`config.mk`:
```
export PLATFORM = sky130hd
export DESIGN_NAME = dra_top
export DESIGN_NICKNAME = d
export VERILOG_FILES = /design/src/dra_pkg.sv /design/src/dra_buf2.sv /design/src/dra_orient_dec.sv /design/src/dra_top.sv
export SDC_FILE = /design/constraint.sdc
export NUM_CORES = 1
export LEC_CHECK = 0
export BUFFER_PORTS_ARGS = -buffer_cell sky130_fd_sc_hd__buf_2
export CAP_MARGIN = 20
export CORE_AREA = 2 2 227 229
export CTS_BUF_LIST = sky130_fd_sc_hd__clkbuf_16
export CTS_CLUSTER_SIZE = 20
export DETAILED_ROUTE_END_ITERATION = 12
export DIE_AREA = 0 0 229 231
export PLACE_DENSITY = 0.41
export SLEW_MARGIN = 20
export SYNTH_ARGS = -nofsm -noshare
export SYNTH_HDL_FRONTEND = slang
export SYNTH_HIERARCHICAL = 1
export SYNTH_SLANG_ARGS = --single-unit
export TNS_END_PERCENT = 20
```
`constraint.sdc`:
```
create_clock -name sys_clk_i -period 7.2 [get_ports sys_clk_i]
set_input_delay 1.44 -clock sys_clk_i [delete_from_list [all_inputs] [get_ports sys_clk_i]]
set_output_delay 1.44 -clock sys_clk_i [all_outputs]
set_load 0.01 [all_outputs]
```
`src/dra_pkg.sv`:
```
// Summary of operation
// - rotation select 00/01/10/11 means 0/90/180/270
// - rotation runs counter-clockwise in quarter turns
// - rotation works at 1,2,4,8,16 bpp
// - at 90/270 width and height swap
// - start address is 17-bit dword, three registers
// - line offset is dwords per stored line
// - right-justified starts at virtual minus image width
package dra_pkg;

  // ==========================================
  // register offsets
  localparam logic [7:0] EFFECTS_CONTROL_OFS = 8'h71;
  localparam logic [7:0] MAIN_START_ADDR_LOW_OFS = 8'h74;
  localparam logic [7:0] MAIN_START_ADDR_MID_OFS = 8'h75;
  localparam logic [7:0] MAIN_START_ADDR_HIGH_OFS = 8'h76;
  localparam logic [7:0] MAIN_LINE_OFFSET_LOW_OFS = 8'h78;
  localparam logic [7:0] MAIN_LINE_OFFSET_HIGH_OFS = 8'h79;
  localparam logic [7:0] DISPLAY_MODE_OFS = 8'hA8;
  localparam logic [7:0] PANEL_WIDTH_LOW_OFS = 8'hAC;
  localparam logic [7:0] PANEL_WIDTH_HIGH_OFS = 8'hAD;
  localparam logic [7:0] PANEL_HEIGHT_LOW_OFS = 8'hAE;
  localparam logic [7:0] PANEL_HEIGHT_HIGH_OFS = 8'hAF;
  localparam logic [7:0] FETCH_CONTROL_OFS = 8'hB0;
  localparam logic [7:0] FETCH_STATUS_OFS = 8'hB1;

  // ==========================================
  // field positions and widths
  localparam int ROT_SEL_LSB = 0;
  localparam int ADDR_W = 17;
  localparam int OFS_W = 10;
  localparam int DIM_W = 10;
  localparam int RUN_BIT = 0;
  localparam int BUSY_BIT = 0;
  localparam int ROT_STAT_LSB = 2;
  localparam int DWORD_BITS_LOG2 = 5;

  // ==========================================
  // reset values
  localparam logic [7:0] EFFECTS_RST = 8'h00;
  localparam logic [16:0] START_RST = 17'h00000;
  localparam logic [9:0] OFS_RST = 10'h000;
  localparam logic [9:0] DIM_RST = 10'h000;
  localparam logic [2:0] BPP_RST = 3'h0;

  // ==========================================
  // types
  typedef enum logic [1:0] {
    DRA_ROT_0 = 2'h0,
    DRA_ROT_90 = 2'h1,
    DRA_ROT_180 = 2'h2,
    DRA_ROT_270 = 2'h3
  } dra_rot_t;

  typedef enum logic [2:0] {
    DRA_BPP_1 = 3'h0,
    DRA_BPP_2 = 3'h1,
    DRA_BPP_4 = 3'h2,
    DRA_BPP_8 = 3'h3,
    DRA_BPP_16 = 3'h4
  } dra_bpp_t;

  typedef enum logic [1:0] {
    DRA_ST_IDLE = 2'h0,
    DRA_ST_RUN = 2'h1,
    DRA_ST_END = 2'h2
  } dra_state_t;

  typedef struct packed {
    logic eof;
    logic sol;
    logic [16:0] addr;
  } dra_fetch_t;

endpackage

```
`src/dra_buf2.sv`:
```
`timescale 1ns/1ps
module dra_buf2 #(
  parameter int W = 19
) (
  input wire logic sys_clk_i,
  input wire logic rstn_i,
  input wire logic in_valid_i,
  output logic in_ready_o,
  input wire logic [W-1:0] in_data_i,
  output logic out_valid_o,
  input wire logic out_ready_i,
  output logic [W-1:0] out_data_o
);

  // ==========================================
  // two-entry store, head is entry 0
  logic [W-1:0] mem_q [2];
  logic [1:0] cnt_q;
  logic push;
  logic pop;

  assign in_ready_o = (cnt_q != 2'h2);
  assign out_valid_o = (cnt_q != 2'h0);
  assign out_data_o = mem_q[0];
  assign push = in_valid_i && in_ready_o;
  assign pop = out_valid_o && out_ready_i;

  always_ff @(posedge sys_clk_i or negedge rstn_i) begin
    if (!rstn_i) begin
      cnt_q <= 2'h0;
    end else begin
      cnt_q <= cnt_q + {1'b0, push} - {1'b0, pop};
    end
  end

  always_ff @(posedge sys_clk_i or negedge rstn_i) begin
    if (!rstn_i) begin
      mem_q[0] <= '0;
      mem_q[1] <= '0;
    end else begin
      if (pop) begin
        mem_q[0] <= mem_q[1];
      end
      if (push) begin
        if (cnt_q == 2'h0 || (cnt_q == 2'h1 && pop)) begin
          mem_q[0] <= in_data_i;
        end else begin
          mem_q[cnt_q[0] && !pop] <= in_data_i;
        end
      end
    end
  end

endmodule

```
`src/dra_orient_dec.sv`:
```
`timescale 1ns/1ps
module dra_orient_dec (
  input wire logic [1:0] rot_i,
  input wire logic [2:0] bpp_i,
  input wire logic [9:0] line_off_i,
  input wire logic [9:0] panel_w_i,
  input wire logic [9:0] panel_h_i,
  output logic [16:0] in_step_o,
  output logic [16:0] out_step_o,
  output logic [9:0] in_len_o,
  output logic [9:0] out_len_o
);

  // dwords needed for n pixels, rounded up to a whole dword
  function automatic logic [9:0] dwords(input logic [9:0] n,
                                        input logic [2:0] bpp);
    logic [2:0] sh;
    logic [10:0] sum;
    sh = 3'(dra_pkg::DWORD_BITS_LOG2) - bpp;
    sum = {1'b0, n} + ((11'h001 << sh) - 11'h001);
    return 10'(sum >> sh);
  endfunction

  logic [16:0] off;
  logic [16:0] one;

  assign off = {7'h00, line_off_i};
  assign one = 17'h00001;

  // ==========================================
  // steps as two's complement, wrap in 17 bits
  always_comb begin
    in_step_o = one;
    out_step_o = off;
    in_len_o = dwords(panel_w_i, bpp_i);
    out_len_o = panel_h_i;
    case (dra_pkg::dra_rot_t'(rot_i))
      dra_pkg::DRA_ROT_0: begin
        in_step_o = one;
        out_step_o = off;
      end
      dra_pkg::DRA_ROT_90: begin
        // columns walked right to left, lines downwards
        in_step_o = off;
        out_step_o = 17'(-one);
        in_len_o = panel_w_i;
        out_len_o = dwords(panel_h_i, bpp_i);
      end
      dra_pkg::DRA_ROT_180: begin
        in_step_o = 17'(-one);
        out_step_o = 17'(-off);
      end
      dra_pkg::DRA_ROT_270: begin
        in_step_o = 17'(-off);
        out_step_o = one;
        in_len_o = panel_w_i;
        out_len_o = dwords(panel_h_i, bpp_i);
      end
      default: begin
        in_step_o = one;
        out_step_o = off;
      end
    endcase
  end

endmodule

```
`src/dra_top.sv`:
```
// Chosen here: strobed register access.
`timescale 1ns/1ps
module dra_top (
  input wire logic sys_clk_i,
  input wire logic rstn_i,
  input wire logic [7:0] reg_addr_i,
  input wire logic [7:0] reg_wdata_i,
  input wire logic reg_wr_i,
  input wire logic reg_rd_i,
  output logic [7:0] reg_rdata_o,
  output logic fetch_valid_o,
  input wire logic fetch_ready_i,
  output dra_pkg::dra_fetch_t fetch_o
);

  // ==========================================
  // register storage
  logic [7:0] effects_q;
  logic [16:0] start_q;
  logic [9:0] line_off_q;
  logic [2:0] bpp_q;
  logic [9:0] panel_w_q;
  logic [9:0] panel_h_q;
  logic run_q;
  logic [7:0] rdata_q;

  // ==========================================
  // walker state
  dra_pkg::dra_state_t state_q;
  logic [16:0] addr_q;
  logic [16:0] base_q;
  logic [9:0] in_cnt_q;
  logic [9:0] out_cnt_q;
  logic [16:0] in_step_q;
  logic [16:0] out_step_q;
  logic [9:0] in_len_q;
  logic [9:0] out_len_q;
  logic [1:0] frame_rot_q;

  logic [16:0] dec_in_step;
  logic [16:0] dec_out_step;
  logic [9:0] dec_in_len;
  logic [9:0] dec_out_len;

  logic buf_in_ready;
  logic push;
  logic last_in;
  logic last_out;
  logic can_start;
  dra_pkg::dra_fetch_t word;
  logic start_frame;
  logic in_run;
  logic word_last;
  logic frame_done;
  logic busy;

  // ==========================================
  // write address decode, used by the effects, display mode and fetch control registers
  function automatic logic wr_hit(input logic [7:0] a);
    return reg_wr_i && (reg_addr_i == a);
  endfunction

  // ==========================================
  // register writes
  always_ff @(posedge sys_clk_i or negedge rstn_i) begin
    if (!rstn_i) begin
      effects_q <= dra_pkg::EFFECTS_RST;
    end else if (wr_hit(dra_pkg::EFFECTS_CONTROL_OFS)) begin
      effects_q <= reg_wdata_i;
    end
  end

  always_ff @(posedge sys_clk_i or negedge rstn_i) begin
    if (!rstn_i) begin
      start_q <= dra_pkg::START_RST;
    end else if (reg_wr_i) begin
      case (reg_addr_i)
        dra_pkg::MAIN_START_ADDR_LOW_OFS: begin
          start_q[7:0] <= reg_wdata_i;
        end
        dra_pkg::MAIN_START_ADDR_MID_OFS: begin
          start_q[15:8] <= reg_wdata_i;
        end
        dra_pkg::MAIN_START_ADDR_HIGH_OFS: begin
          start_q[16] <= reg_wdata_i[0];
        end
        default: begin
          start_q <= start_q;
        end
      endcase
    end
  end

  always_ff @(posedge sys_clk_i or negedge rstn_i) begin
    if (!rstn_i) begin
      line_off_q <= dra_pkg::OFS_RST;
    end else if (reg_wr_i) begin
      case (reg_addr_i)
        dra_pkg::MAIN_LINE_OFFSET_LOW_OFS: begin
          line_off_q[7:0] <= reg_wdata_i;
        end
        dra_pkg::MAIN_LINE_OFFSET_HIGH_OFS: begin
          line_off_q[9:8] <= reg_wdata_i[1:0];
        end
        default: begin
          line_off_q <= line_off_q;
        end
      endcase
    end
  end

  always_ff @(posedge sys_clk_i or negedge rstn_i) begin
    if (!rstn_i) begin
      bpp_q <= dra_pkg::BPP_RST;
    end else if (wr_hit(dra_pkg::DISPLAY_MODE_OFS)) begin
      // depths above 16 bpp fall back to 16 bpp
      if (reg_wdata_i[2:0] > 3'(dra_pkg::DRA_BPP_16)) begin
        bpp_q <= 3'(dra_pkg::DRA_BPP_16);
      end else begin
        bpp_q <= reg_wdata_i[2:0];
      end
    end
  end

  always_ff @(posedge sys_clk_i or negedge rstn_i) begin
    if (!rstn_i) begin
      panel_w_q <= dra_pkg::DIM_RST;
    end else if (reg_wr_i) begin
      case (reg_addr_i)
        dra_pkg::PANEL_WIDTH_LOW_OFS: begin
          panel_w_q[7:0] <= reg_wdata_i;
        end
        dra_pkg::PANEL_WIDTH_HIGH_OFS: begin
          panel_w_q[9:8] <= reg_wdata_i[1:0];
        end
        default: begin
          panel_w_q <= panel_w_q;
        end
      endcase
    end
  end

  always_ff @(posedge sys_clk_i or negedge rstn_i) begin
    if (!rstn_i) begin
      panel_h_q <= dra_pkg::DIM_RST;
    end else if (reg_wr_i) begin
      case (reg_addr_i)
        dra_pkg::PANEL_HEIGHT_LOW_OFS: begin
          panel_h_q[7:0] <= reg_wdata_i;
        end
        dra_pkg::PANEL_HEIGHT_HIGH_OFS: begin
          panel_h_q[9:8] <= reg_wdata_i[1:0];
        end
        default: begin
          panel_h_q <= panel_h_q;
        end
      endcase
    end
  end

  always_ff @(posedge sys_clk_i or negedge rstn_i) begin
    if (!rstn_i) begin
      run_q <= 1'b0;
    end else if (wr_hit(dra_pkg::FETCH_CONTROL_OFS)) begin
      run_q <= reg_wdata_i[dra_pkg::RUN_BIT];
    end
  end

  // ==========================================
  // register reads, data valid one cycle after strobe
  function automatic logic [7:0] rd_mux(input logic [7:0] a);
    logic [7:0] v;
    v = 8'h00;
    case (a)
      dra_pkg::EFFECTS_CONTROL_OFS: v = effects_q;
      dra_pkg::MAIN_START_ADDR_LOW_OFS: v = start_q[7:0];
      dra_pkg::MAIN_START_ADDR_MID_OFS: v = start_q[15:8];
      dra_pkg::MAIN_START_ADDR_HIGH_OFS: v = {7'h00, start_q[16]};
      dra_pkg::MAIN_LINE_OFFSET_LOW_OFS: v = line_off_q[7:0];
      dra_pkg::MAIN_LINE_OFFSET_HIGH_OFS: v = {6'h00, line_off_q[9:8]};
      dra_pkg::DISPLAY_MODE_OFS: v = {5'h00, bpp_q};
      dra_pkg::PANEL_WIDTH_LOW_OFS: v = panel_w_q[7:0];
      dra_pkg::PANEL_WIDTH_HIGH_OFS: v = {6'h00, panel_w_q[9:8]};
      dra_pkg::PANEL_HEIGHT_LOW_OFS: v = panel_h_q[7:0];
      dra_pkg::PANEL_HEIGHT_HIGH_OFS: v = {6'h00, panel_h_q[9:8]};
      dra_pkg::FETCH_CONTROL_OFS: v = {7'h00, run_q};
      dra_pkg::FETCH_STATUS_OFS: begin
        v[dra_pkg::BUSY_BIT] = busy;
        v[dra_pkg::ROT_STAT_LSB +: 2] = frame_rot_q;
      end
      default: v = 8'h00;
    endcase
    return v;
  endfunction

  always_ff @(posedge sys_clk_i or negedge rstn_i) begin
    if (!rstn_i) begin
      rdata_q <= 8'h00;
    end else if (reg_rd_i) begin
      rdata_q <= rd_mux(reg_addr_i);
    end else begin
      rdata_q <= 8'h00;
    end
  end

  assign reg_rdata_o = rdata_q;

  // ==========================================
  // orientation decode
  dra_orient_dec u_dec (
    .rot_i(effects_q[dra_pkg::ROT_SEL_LSB +: 2]),
    .bpp_i(bpp_q),
    .line_off_i(line_off_q),
    .panel_w_i(panel_w_q),
    .panel_h_i(panel_h_q),
    .in_step_o(dec_in_step),
    .out_step_o(dec_out_step),
    .in_len_o(dec_in_len),
    .out_len_o(dec_out_len)
  );

  // ==========================================
  // scan walker
  assign last_in = (in_cnt_q == in_len_q - 10'h001);
  assign last_out = (out_cnt_q == out_len_q - 10'h001);
  assign push = in_run && buf_in_ready;
  assign can_start = run_q && (dec_in_len != 10'h000) &&
                     (dec_out_len != 10'h000);

  // ==========================================
  // frame start and end decode
  assign in_run = (state_q == dra_pkg::DRA_ST_RUN);
  assign start_frame = (state_q == dra_pkg::DRA_ST_IDLE) && can_start;
  assign word_last = last_in && last_out;
  assign frame_done = push && word_last;
  assign busy = (state_q != dra_pkg::DRA_ST_IDLE);

  always_comb begin
    word.addr = addr_q;
    word.sol = (in_cnt_q == 10'h000);
    word.eof = word_last;
  end

  always_ff @(posedge sys_clk_i or negedge rstn_i) begin
    if (!rstn_i) begin
      state_q <= dra_pkg::DRA_ST_IDLE;
    end else begin
      case (state_q)
        dra_pkg::DRA_ST_IDLE: begin
          if (can_start) begin
            state_q <= dra_pkg::DRA_ST_RUN;
          end
        end
        dra_pkg::DRA_ST_RUN: begin
          if (frame_done) begin
            state_q <= dra_pkg::DRA_ST_END;
          end
        end
        dra_pkg::DRA_ST_END: begin
          state_q <= dra_pkg::DRA_ST_IDLE;
        end
        default: begin
          state_q <= dra_pkg::DRA_ST_IDLE;
        end
      endcase
    end
  end

  // frame settings frozen at frame start
  always_ff @(posedge sys_clk_i or negedge rstn_i) begin
    if (!rstn_i) begin
      in_step_q <= 17'h00000;
      out_step_q <= 17'h00000;
      in_len_q <= 10'h000;
      out_len_q <= 10'h000;
    end else if (start_frame) begin
      in_step_q <= dec_in_step;
      out_step_q <= dec_out_step;
      in_len_q <= dec_in_len;
      out_len_q <= dec_out_len;
    end
  end

  // rotation of the frame in flight, shown in the status register
  always_ff @(posedge sys_clk_i or negedge rstn_i) begin
    if (!rstn_i) begin
      frame_rot_q <= 2'h0;
    end else if (start_frame) begin
      frame_rot_q <= effects_q[dra_pkg::ROT_SEL_LSB +: 2];
    end
  end

  always_ff @(posedge sys_clk_i or negedge rstn_i) begin
    if (!rstn_i) begin
      addr_q <= 17'h00000;
    end else if (start_frame) begin
      addr_q <= start_q;
    end else if (push) begin
      if (last_in) begin
        addr_q <= base_q + out_step_q;
      end else begin
        addr_q <= addr_q + in_step_q;
      end
    end
  end

  // line base steps by out_step_q: the whole line offset, padding included, at 0/180, one dword at 90/270
  always_ff @(posedge sys_clk_i or negedge rstn_i) begin
    if (!rstn_i) begin
      base_q <= 17'h00000;
    end else if (start_frame) begin
      base_q <= start_q;
    end else if (push && last_in) begin
      base_q <= base_q + out_step_q;
    end
  end

  always_ff @(posedge sys_clk_i or negedge rstn_i) begin
    if (!rstn_i) begin
      in_cnt_q <= 10'h000;
      out_cnt_q <= 10'h000;
    end else if (state_q == dra_pkg::DRA_ST_IDLE) begin
      in_cnt_q <= 10'h000;
      out_cnt_q <= 10'h000;
    end else if (push) begin
      if (last_in) begin
        in_cnt_q <= 10'h000;
        out_cnt_q <= out_cnt_q + 10'h001;
      end else begin
        in_cnt_q <= in_cnt_q + 10'h001;
      end
    end
  end

  // ==========================================
  // output buffer, stalls the walker
  dra_buf2 #(
    .W($bits(dra_pkg::dra_fetch_t))
  ) u_buf (
    .sys_clk_i(sys_clk_i),
    .rstn_i(rstn_i),
    .in_valid_i(in_run),
    .in_ready_o(buf_in_ready),
    .in_data_i(word),
    .out_valid_o(fetch_valid_o),
    .out_ready_i(fetch_ready_i),
    .out_data_o(fetch_o)
  );

endmodule

```
Yosys cells after proc, flatten, opt, wreduce, memory -nomap -nowiden. Index checks and enable logic that the tools add are counted. W data, S select, Z words.

Bits in latches: 0. ROM bits: 0. Input port bits: 21. Flip-flop bits (word level): 219. Word-level logic and storage cells: 142. Output and inout port bits: 28. Memories kept: 0. Bits in writable memories: 0.

Equal/unequal tests: 23. Multiplexer cells: 31. $lt $le $gt $ge: 3. Shift operators: 3. Divide/modulo/power cells: 0. Multiply operators: 0. Reductions and logical operators: 41. Bitwise operators: 2. $add $sub $neg: 13.

Operator list (count): $pmux W17 S4 (2); $mux W17 (5); $mux W10 (8); $mux W19 (4); $eq A8 B8 Y1 const B (7); $eq A8 B7 Y1 const B (6); $bwmux W38 (1); $mux W38 (1); $add A17 B17 Y17 (2); $pmux W4 S6 (1); $reduce_and A2 Y1 (12); $add A10 B11 Y11 (2); $shr A11 B3 Y10 (2); $add A10 B1 Y10 const B (2); $eq A10 B10 Y1 (2); $reduce_bool A10 Y1 (2); $sub A10 B1 Y10 const B (2); $demux W19 S1 (1); $neg A10 Y17 (1); $pmux W2 S8 (1); $logic_and A1 B1 Y1 (14); $pmux W1 S13 (1); $reduce_bool A2 Y1 (6); $shl A1 B3 Y11 const A (1); 22 further kinds (30).

Depth between registers and ports, before layout. Gate-level depths: netlist of the first run.

Depth after elaboration: 12. Depth in mapped cells: 25. Mapped depth without buffers: 20.

By module. Netlist of the first run, hierarchy kept.

Modules (own cells, without submodules): dra_top (area an instance 9884.5 um^2, seq. area each 4479.3 um^2, cells each 1051, times used 1); dra_orient_dec (area an instance 2563.7 um^2, seq. area each 0.0 um^2, cells each 405, times used 1); dra_buf2 (area an instance 2088.3 um^2, seq. area each 1001.0 um^2, cells each 138, times used 1).

Worst setup path after synthesis of the first run. Ideal clock, no wire load.

Path kind: register to register. Start: reg bpp_q[1]. End: reg out_len_q[3]. Slack: 1.469 ns. Stages on the path, launching flop included: 26. Required time: 7.135 ns. Path buffers: 8. Arrival time: 5.666 ns. Library setup time: 0.065 ns. Period minus slack after synthesis: 5.731 ns. Cells stage by stage: dfrtp_1 clkbuf_1 inv_1 clkbuf_1 ha_1 clkbuf_1 buf_1 nor2_1 xnor2_1 ha_1 and3_1 a221oi_2 o21ai_2 xnor2_1 mux4_2 o31ai_2 a31o_1 nor4_1 nand3_1 and4_1 clkbuf_1 clkbuf_1 clkbuf_1 buf_1 nand2_1 nand2_1.

Elaborated cells between the ends (all ways): 14. Classes of those cells: add/sub (4); shift (3); mux (2); reduce/logical (5).

RTL lines: start, declared (line dra_top.sv:21) `logic [2:0] bpp_q;`; start signal, assigned (line dra_top.sv:114) `bpp_q <= dra_pkg::BPP_RST;`; start signal, assigned (line dra_top.sv:118) `bpp_q <= 3'(dra_pkg::DRA_BPP_16);`; start signal, assigned (line dra_top.sv:120) `bpp_q <= reg_wdata_i[2:0];`; $sub A3 B3 Y3 (*) (line dra_orient_dec.sv:19) `sh = 3'(dra_pkg::DWORD_BITS_LOG2) - bpp;`; $shl A1 B3 Y11 (line dra_orient_dec.sv:20) `sum = {1'b0, n} + ((11'h001 << sh) - 11'h001);`; $sub A11 B1 Y11 (line dra_orient_dec.sv:20); $add A10 B11 Y11 (line dra_orient_dec.sv:20); $shr A11 B3 Y10 (*) (line dra_orient_dec.sv:21) `return 10'(sum >> sh);`; $mux W10 (*); via dec_out_len[4] (line dra_top.sv:43) `logic [9:0] dec_out_len;`; $reduce_bool A10 Y1 (*) (line dra_top.sv:228) `(dec_out_len != 10'h000);`; $logic_and A1 B1 Y1 (*) (line dra_top.sv:227) `assign can_start = run_q && (dec_in_len != 10'h000) &&`; $logic_and A1 B1 Y1 (*) (line dra_top.sv:233) `assign start_frame = (state_q == dra_pkg::DRA_ST_IDLE) && can_start;`; end signal, assigned (line dra_top.sv:280) `out_len_q <= dec_out_len;`; end, declared (line dra_top.sv:37) `logic [9:0] out_len_q;`.

Mark *: on every way through the listed nets, which the timed path passes. The rest lies on a longest branch. A chain may end at the register's enable or synchronous reset.

Final worst setup path of the first run.
Start: reg bpp_q[2]. End: reg base_q[7].

Elaborated cells between the ends (all ways): 16. Classes of those cells: add/sub (4); shift (3); mux (3); reduce/logical (6).

RTL lines: $sub A3 B3 Y3 (*) (line dra_orient_dec.sv:19); $shl A1 B3 Y11 (line dra_orient_dec.sv:20); $sub A11 B1 Y11 (line dra_orient_dec.sv:20); $add A10 B11 Y11 (line dra_orient_dec.sv:20); $shr A11 B3 Y10 (*) (line dra_orient_dec.sv:21); $mux W10 (*); via dec_out_len[3] (line dra_top.sv:43); $reduce_bool A10 Y1 (*) (line dra_top.sv:228); $logic_and A1 B1 Y1 (*) (line dra_top.sv:227); $logic_and A1 B1 Y1 (*) (line dra_top.sv:233); $mux W17 / $reduce_bool A2 Y1 (equally long branches); end signal, assigned (line dra_top.sv:312) `base_q <= start_q;`; end signal, assigned (line dra_top.sv:314) `base_q <= base_q + out_step_q;`; end, declared (line dra_top.sv:31) `logic [16:0] base_q;`.

Marked as above.

==> results of run 1 <==
## cell type report
| type | instances | area [um^2] | share of cell area, % |
|---|---|---|---|
| clock inverters | 21 | 148.9 | 0.9189 |
| clock buffers | 29 | 725.7 | 4.479 |
| repair buffers | 67 | 405.4 | 2.502 |
| well taps | 680 | 850.8 | 5.251 |
| flip-flops and latches | 219 | 5480 | 33.82 |
| inverters | 36 | 135.1 | 0.8340 |
| multi-input cells | 1250 | 8457 | 52.19 |
## state kept, by name, summed over array words and instances, names as in the netlist, 3 cells and up, named ones only
| register | cells |
|---|---|
| reg_rdata_o | 8 |
| in_step_q | 17 |
| in_len_q | 10 |
| effects_q | 8 |
| start_q | 17 |
| panel_h_q | 10 |
| u_buf/out_data_o | 19 |
| base_q | 17 |
| line_off_q | 10 |
| out_step_q | 17 |
| in_cnt_q | 10 |
| out_len_q | 10 |
| out_cnt_q | 10 |
| panel_w_q | 10 |
| bpp_q | 3 |
| addr_q | 17 |
## worst reg2reg max path: stages, from the launching register on
cell and delay, ps:
dfrtp_1 440, ha_1 480, buf_4 270, inv_1 210, nand2_1 130, ha_1 240, fa_1 420, a21o_1 240
a221oi_4 370, o21ai_2 130, xor2_1 280, mux2i_1 150, or3_1 360, o311ai_0 150, nor4_1 110, nand3_1 130
and4_4 530, o21a_1 740, mux2i_1 280, o21ai_0 90
## metrics by stage
step	hold WS [ps]	cells
after floorplan	446.2	1599
after global placement	466.3	2252
after detailed placement	472.3	2252
after CTS	485.9	2302
after global routing	513.2	2302
final	482.3	2302
## where the power goes
group	switching (mW)	leakage, nW	internal, mW
combinational	0.828	4.12	0.655
clock	0.561	0.460	0.793
sequential	0.210	2.95	1.44
## cells in the final DEF, fill, tap and decap left out, types with 7 or more instances in the layout
cell / netlist / final
nand2_1: 284 / 284
dfrtp_1: 219 / 219
a21oi_1: 107 / 107
nor2_1: 103 / 103
mux2_2: 89 / 89
o21ai_0: 76 / 76
ha_1: 65 / 65
xnor2_1: 48 / 48
buf_2: 9 / 47
inv_1: 35 / 42
nand3_1: 38 / 38
nor3_1: 29 / 29
clkbuf_16: 0 / 29
xor2_1: 28 / 28
mux2_4: 28 / 28
a31oi_1: 26 / 26
a22oi_1: 24 / 24
a21o_1: 20 / 20
buf_4: 20 / 18
mux2i_1: 17 / 17
a211oi_1: 16 / 16
nand2b_1: 15 / 15
or3_1: 15 / 15
o21a_1: 12 / 12
nor2b_1: 11 / 11
and2_1: 10 / 10
nor4_1: 9 / 9
o31ai_1: 9 / 9
nand3b_1: 8 / 8
a22o_1: 8 / 8
clkinv_2: 0 / 7
## cells by family (layout without fill, tap and decap cells)
kind of cell,after synthesis,after routing,synth area share [%]
adders and majority gates,69,69,6.146
muxes,136,136,11.21
other,1,6,0.02580
buffers and inverters,130,153,4.269
and+or+nand+nor,571,571,18.02
DFF,219,219,37.70
xor gates and xnor gates,77,77,4.691
AOI/OAI and AO/OA,391,391,17.94
## path summary, 6_finish.rpt
path                               start                   end  slack (ps)  depth (start not counted)
setup / recovery                bpp_q[2]             base_q[7]        1280                         19
hold / removal             in_step_q[10]         in_step_q[10]         480                          2
setup reg to reg                bpp_q[2]             base_q[7]        1280                         19
hold reg to reg            in_step_q[10]         in_step_q[10]         480                          2
max in group asynchronous         rstn_i         line_off_q[8]        5050                          2
min in group asynchronous         rstn_i  u_buf/out_data_o[17]         910                          1
## metal layers
| layer | vias to the layer above | routed length [um] | part of all wire [%] |
|---|---|---|---|
| met3 | 54 | 1638 | 3.7 |
| met1 | 5748 | 22910 | 52 |
| met5 | - | 0 | 0 |
| li1 | 5726 | - | - |
| met4 | 0 | 1131 | 2.5 |
| met2 | 235 | 18800 | 42 |
==> flow_summary_export.csv, run 1 <==
group,metric,value,unit
clock_network,cts_tree,"done",
synth,ys_warn_count,6,
cells_and_area,drive_gt1_share,15.54,%
clock_network,holdBufCountCts,0,
cells_and_area,num_antenna_cells,0,
route,via_per_inst,5.110,
run_status,outcome,"completed",
worst_setup_path,crit_chain,"ha_1, buf_4, inv_1, nand2_1, ha_1, fa_1, a21o_1, a221oi_4, o21ai_2, xor2_1, mux2i_1, or3_1, o311ai_0, nor4_1, nand3_1, and4_4, o21a_1, mux2i_1, o21ai_0",
clock_network,cts_resized,0,
grt,use_met2,25.34,%
timing,relSlewSlack,36.87,%
grt,grt_overflow,0,
route,vias,11760,
worst_setup_path,critPathKind,"register to register",
floorplanning,pin_count,49,
route,drt-initial-drc-count,891,
timing,period_needed,5917,ps
floorplanning,rows,83,
grt,grtUsageMet1,25.46,%
timing,setup_viol,0,
worst_setup_path,cp_top_family,"compound AO/OA/AOI/OAI gates",
cells_and_area,utilization,31.97,%
cells_and_area,final_nets,1692,
synth,synth-seq-area-share,37.70,%
power_and_ir_drop,power.density,276.9,nW/um^2
floorplanning,core_area,50680,um^2
synth,yosys.area.top_type_share,37.70,%
grt,grt_pass1_wl,70500,um
power_and_ir_drop,power_leakage,7.531,nW
timing,rsz0062_at_grt,"no",
grt,grt_use_met3,1.964,%
worst_setup_path,crit_fanout,32,
synth,synth.top_cells.by_count,"284 x nand2_1, 219 x dfrtp_1, 107 x a21oi_1",
route,detail-route-antenna-nets,0,
synth,yosys.area.top_type,"dfrtp_1",
worst_hold_path,hold_path.class,"register to register",
route,wl,44490,um
place,globalplace.congestion,0.8271,
place,pre_cts_ws,1322,ps
synth,synthArstFlopShare,100.0,%
timing,fin_setup_tns,0,ps
power_and_ir_drop,irDropWorstVdd,180.3,uV
worst_setup_path,worstPathRequired,7610,ps
timing,finalCritPeriodShare,82.18,%
timing,skew,18.83,ps
worst_setup_path,critPathSlowestCell,"o21a_1",
clock_network,postCtsSetupBuffers,0,
floorplanning,die_x,229,um
clock_network,clockBufferDepth,3,
grt,track_usage,16.87,%
route,post_drt_wl_per_cell,19.32,um
place,port_buffers,48,
timing,worst_pin_slew,947.0,ps
route,dr.pass1.iters,5,
grt,grt_max_degree,129,
synth,yosys-top-cells-area,"dfrtp_1 38%, nand2_1 7.3%, mux2_2 6.9%",
clock_network,cts_root_buf,"clkbuf_16",
cells_and_area,fillers,5397,
synth,ys_ff_latch,219,
floorplanning,dieHeight,231,um
run,cap_viol_max_count,0,
timing,hold_viol_final,0,
clock_network,cts.sinks,219,
cells_and_area,design_area,16200,um^2
timing,slew_viol_final,0,
cells_and_area,syn2layout_area_growth,11.46,%
grt,busiest_layer,"met1",
floorplanning,start_util,28.68,%
synth,synthesis.area,14540,um^2
floorplanning,dieArea,52900,um^2
timing,clock.fmax,169.0,MHz
grt,antenna_found_initial,2,
worst_setup_path,cp-end-kind,"register",
grt,grt_pass1_vias,11660,
synth,synth_top_flop_cell,"dfrtp_1",
worst_setup_path,slowest_delay,720,ps
worst_setup_path,cp_num_buf_inv,2,
synth,synthCells,1594,
synth,synth_enable_flop_cells,0,
place,placed_area,15330,um^2
place,post-dp-hpwl,32330,um
timing,layout_setup_ws,1283,ps
synth,avgSynthCellArea,9.119,um^2
clock_network,numCtsBuffers,28,
worst_setup_path,arrival,6330,ps
power_and_ir_drop,p_total,4.486,mW
synth,synth.most_common_cell,"nand2_1",
clock_network,clk_pin_slew_worst_paths,60,ps
clock_network,insertion_delay,560,ps
route,drc_errors,0,
clock_network,htree_levels,1,
worst_setup_path,startpoint_type,"register",
synth,yosysUniqueCellTypes,91,
Note: power is estimated with default switching activity, not from simulation.
==> inputs of run 2 (changes only) <==
--- a/config.mk
+++ b/config.mk
@@ -12,7 +12,7 @@
 export CTS_CLUSTER_SIZE = 20
 export DETAILED_ROUTE_END_ITERATION = 12
 export DIE_AREA = 0 0 229 231
-export PLACE_DENSITY = 0.41
+export PLACE_DENSITY = 0.43
 export SLEW_MARGIN = 20
 export SYNTH_ARGS = -nofsm -noshare
 export SYNTH_HDL_FRONTEND = slang
==> constraint.sdc (replaced) <==
create_clock -name sys_clk_i -period 5.31 [get_ports sys_clk_i]
set_input_delay 1.062 -clock sys_clk_i [delete_from_list [all_inputs] [get_ports sys_clk_i]]
set_output_delay 1.062 -clock sys_clk_i [all_outputs]
set_load 0.01 [all_outputs]
==> run 2 against run 1 <==
Against the previous run: clock skew increased by 10 ps; cell area increased by 0.90%; flip-flop and latch count unchanged; critical endpoint is now addr_q[15]; clock-buffer cell count decreased by 1; final cell count increased by 0.70%; combinational power increased by 36%; largest power group unchanged.
==> flow_summary_export.csv, run 2 (synthesis results as in run 1) <==
group,metric,value,unit
run_status,outcome,"completed",
place,port_buffers,48,
timing,setup_viol,0,
grt,grt_max_degree,120,
cells_and_area,largest_reg_flops,19,
power_and_ir_drop,power_leakage,7.606,nW
grt,antenna_found_initial,0,
clock_network,clk_pin_slew_worst_paths,60,ps
cells_and_area,mostFrequentLayoutCells,"284 x nand2_1, 218 x dfrtp_1, 107 x a21oi_1, 102 x nor2_1, 89 x mux2_2",
cells_and_area,utilization,32.26,%
worst_setup_path,cp_top_family,"compound AO/OA/AOI/OAI gates",
timing,worst_pin_slew,943.9,ps
route,detail-route-antenna-nets,0,
clock_network,cts.sinks,219,
place,place_inst,2268,
timing,period_needed,4952,ps
worst_setup_path,cpMostUsedCell,"a21oi_1",
floorplanning,dieHeight,231,um
run,cap_viol_max_count,0,
timing,rsz0062_at_grt,"no",
power_and_ir_drop,p_comb_share,33.4,%
route,dr.pass1.iters,7,
route,via_per_inst,5.164,
power_and_ir_drop,clockPowerShare,29.5,%
clock_network,holdBufCountCts,0,
timing,hold_viol_final,0,
place,globalplace.congestion,0.8775,
timing,finalCritPeriodShare,93.26,%
power_and_ir_drop,switching_power,2.155,mW
worst_hold_path,whs_path_depth,2,
clock_network,postCtsSetupBuffers,0,
floorplanning,rows,83,
grt,track_usage,16.41,%
worst_setup_path,slowest_delay,410,ps
floorplanning,core_area,50680,um^2
timing,relSlewSlack,37.07,%
timing,fin_setup_tns,0,ps
route,vias,11970,
worst_setup_path,worstPathRequired,5760,ps
timing,skew,28.99,ps
clock_network,cts_tree,"done",
timing,timing.hold.ws,483.6,ps
worst_setup_path,critPathKind,"register to register",
power_and_ir_drop,power.density,367.6,nW/um^2
power_and_ir_drop,p_sw_share,35.86,%
grt,grt_pass1_wl,69080,um
clock_network,cts_resized,0,
worst_setup_path,startpoint_type,"register",
worst_setup_path,critPathSlowestCell,"fa_1",
worst_setup_path,cp_num_buf_inv,3,
clock_network,insertion_delay,580,ps
clock_network,numCtsBuffers,28,
route,post_drt_wl_per_cell,18.80,um
worst_setup_path,crit_chain,"inv_1, ha_1, inv_1, nand2_1, ha_1, fa_1, a21oi_1, o21ai_0, a21oi_1, xor2_1, o21ai_0, mux2i_1, o221ai_1, nor4_1, nand3_1, and4_4, buf_4, nor2_2, a21oi_1, o211a_1",
cells_and_area,final_nets,1708,
grt,grt_pass1_vias,11470,
cells_and_area,drive_gt1_share,16.36,%
route,drt-initial-drc-count,881,
power_and_ir_drop,seqPwrFrac,37.1,%
worst_setup_path,crit_fanout,14,
place,post-dp-hpwl,32260,um
power_and_ir_drop,irDropWorstVdd,220.3,uV
clock_network,cts_root_buf,"clkbuf_16",
route,drc_errors,0,
cells_and_area,syn2layout_area_growth,12.47,%
floorplanning,die_x,229,um
floorplanning,dieArea,52900,um^2
clock_network,htree_levels,1,
clock_network,clockBufferDepth,3,
floorplanning,pin_count,49,
cells_and_area,final_common_cell,"nand2_1",
worst_setup_path,r2r_cells,20,
grt,grt_overflow,0,
worst_hold_path,hold_path.class,"register to register",
worst_setup_path,worstSetupPathDepth,20,
cells_and_area,num_antenna_cells,0,
cells_and_area,final_cells,2318,
route,wl,43590,um
worst_setup_path,arrival,5400,ps
timing,clock.fmax,201.9,MHz
timing,slew_viol_final,0,
power_and_ir_drop,cellInternalPower,3.855,mW
worst_setup_path,cp-end-kind,"register",
floorplanning,start_util,28.68,%
[run 2: final cells by class]
| cell class | instances | area (um^2) |
|---|---|---|
| clock buffers | 28 | 700.7 |
| flip-flops and latches | 219 | 5482 |
| multi-input cells | 1250 | 8472 |
| inverters | 36 | 135.1 |
| repair buffers | 83 | 563.0 |
| fillers | 5417 | 34330 |
| clock inverters | 22 | 146.4 |
| well taps | 680 | 850.8 |
[run 2: power groups by stage]
stage / Sequential (mW) / Combinational [mW] / Clock, mW
final: 2.23 / 2.01 / 1.77
after global placement: 2.26 / 2.01 / 0
after global routing: 2.28 / 2.24 / 1.91
after detailed placement: 2.26 / 2.01 / 0
after floorplan: 2.14 / 1.63 / 0
after CTS: 2.23 / 2.02 / 1.84
[run 2: path summary, 6_finish.rpt]
kind,startpoint,endpoint,slack (ps)
hold / removal,out_step_q[7],out_step_q[7],480
min in group asynchronous,rstn_i,in_len_q[1],520
hold reg to reg,out_step_q[7],out_step_q[7],480
setup reg to reg,bpp_q[1],addr_q[15],360
max in group asynchronous,rstn_i,effects_q[1],3570
setup / recovery,bpp_q[1],addr_q[15],360
[run 2: worst reg2reg max path: cells and delay by family (launching register included)]
| kind | cells | cell delay (ps) |
|---|---|---|
| compound gates | 7 | 1310 |
| simple gates | 5 | 1280 |
| fa+ha+maj | 3 | 1010 |
| buf+inv | 3 | 390 |
| flops | 1 | 340 |
| xor+xnor | 1 | 330 |
| mux | 1 | 190 |
[run 2: per-stage QoR]
step | power [mW] | worst slack (ps) | instance area, um^2
after floorplan | 3.765 | 48.21 | 14570
after detailed placement | 4.273 | 223.8 | 15490
after CTS | 6.094 | 185.8 | 16330
after global placement | 4.264 | 274.9 | 15490
final | 6.010 | 358.1 | 16350
after global routing | 6.426 | 0.3770 | 16350
[run 2: routing by layer]
metal	GRT usage [%]	up-vias	wire, um
met5	0	-	0
met4	4.058	0	987
met3	1.692	51	1888
met2	25.03	272	18710
met1	24.65	5864	22010
li1	-	5784	-
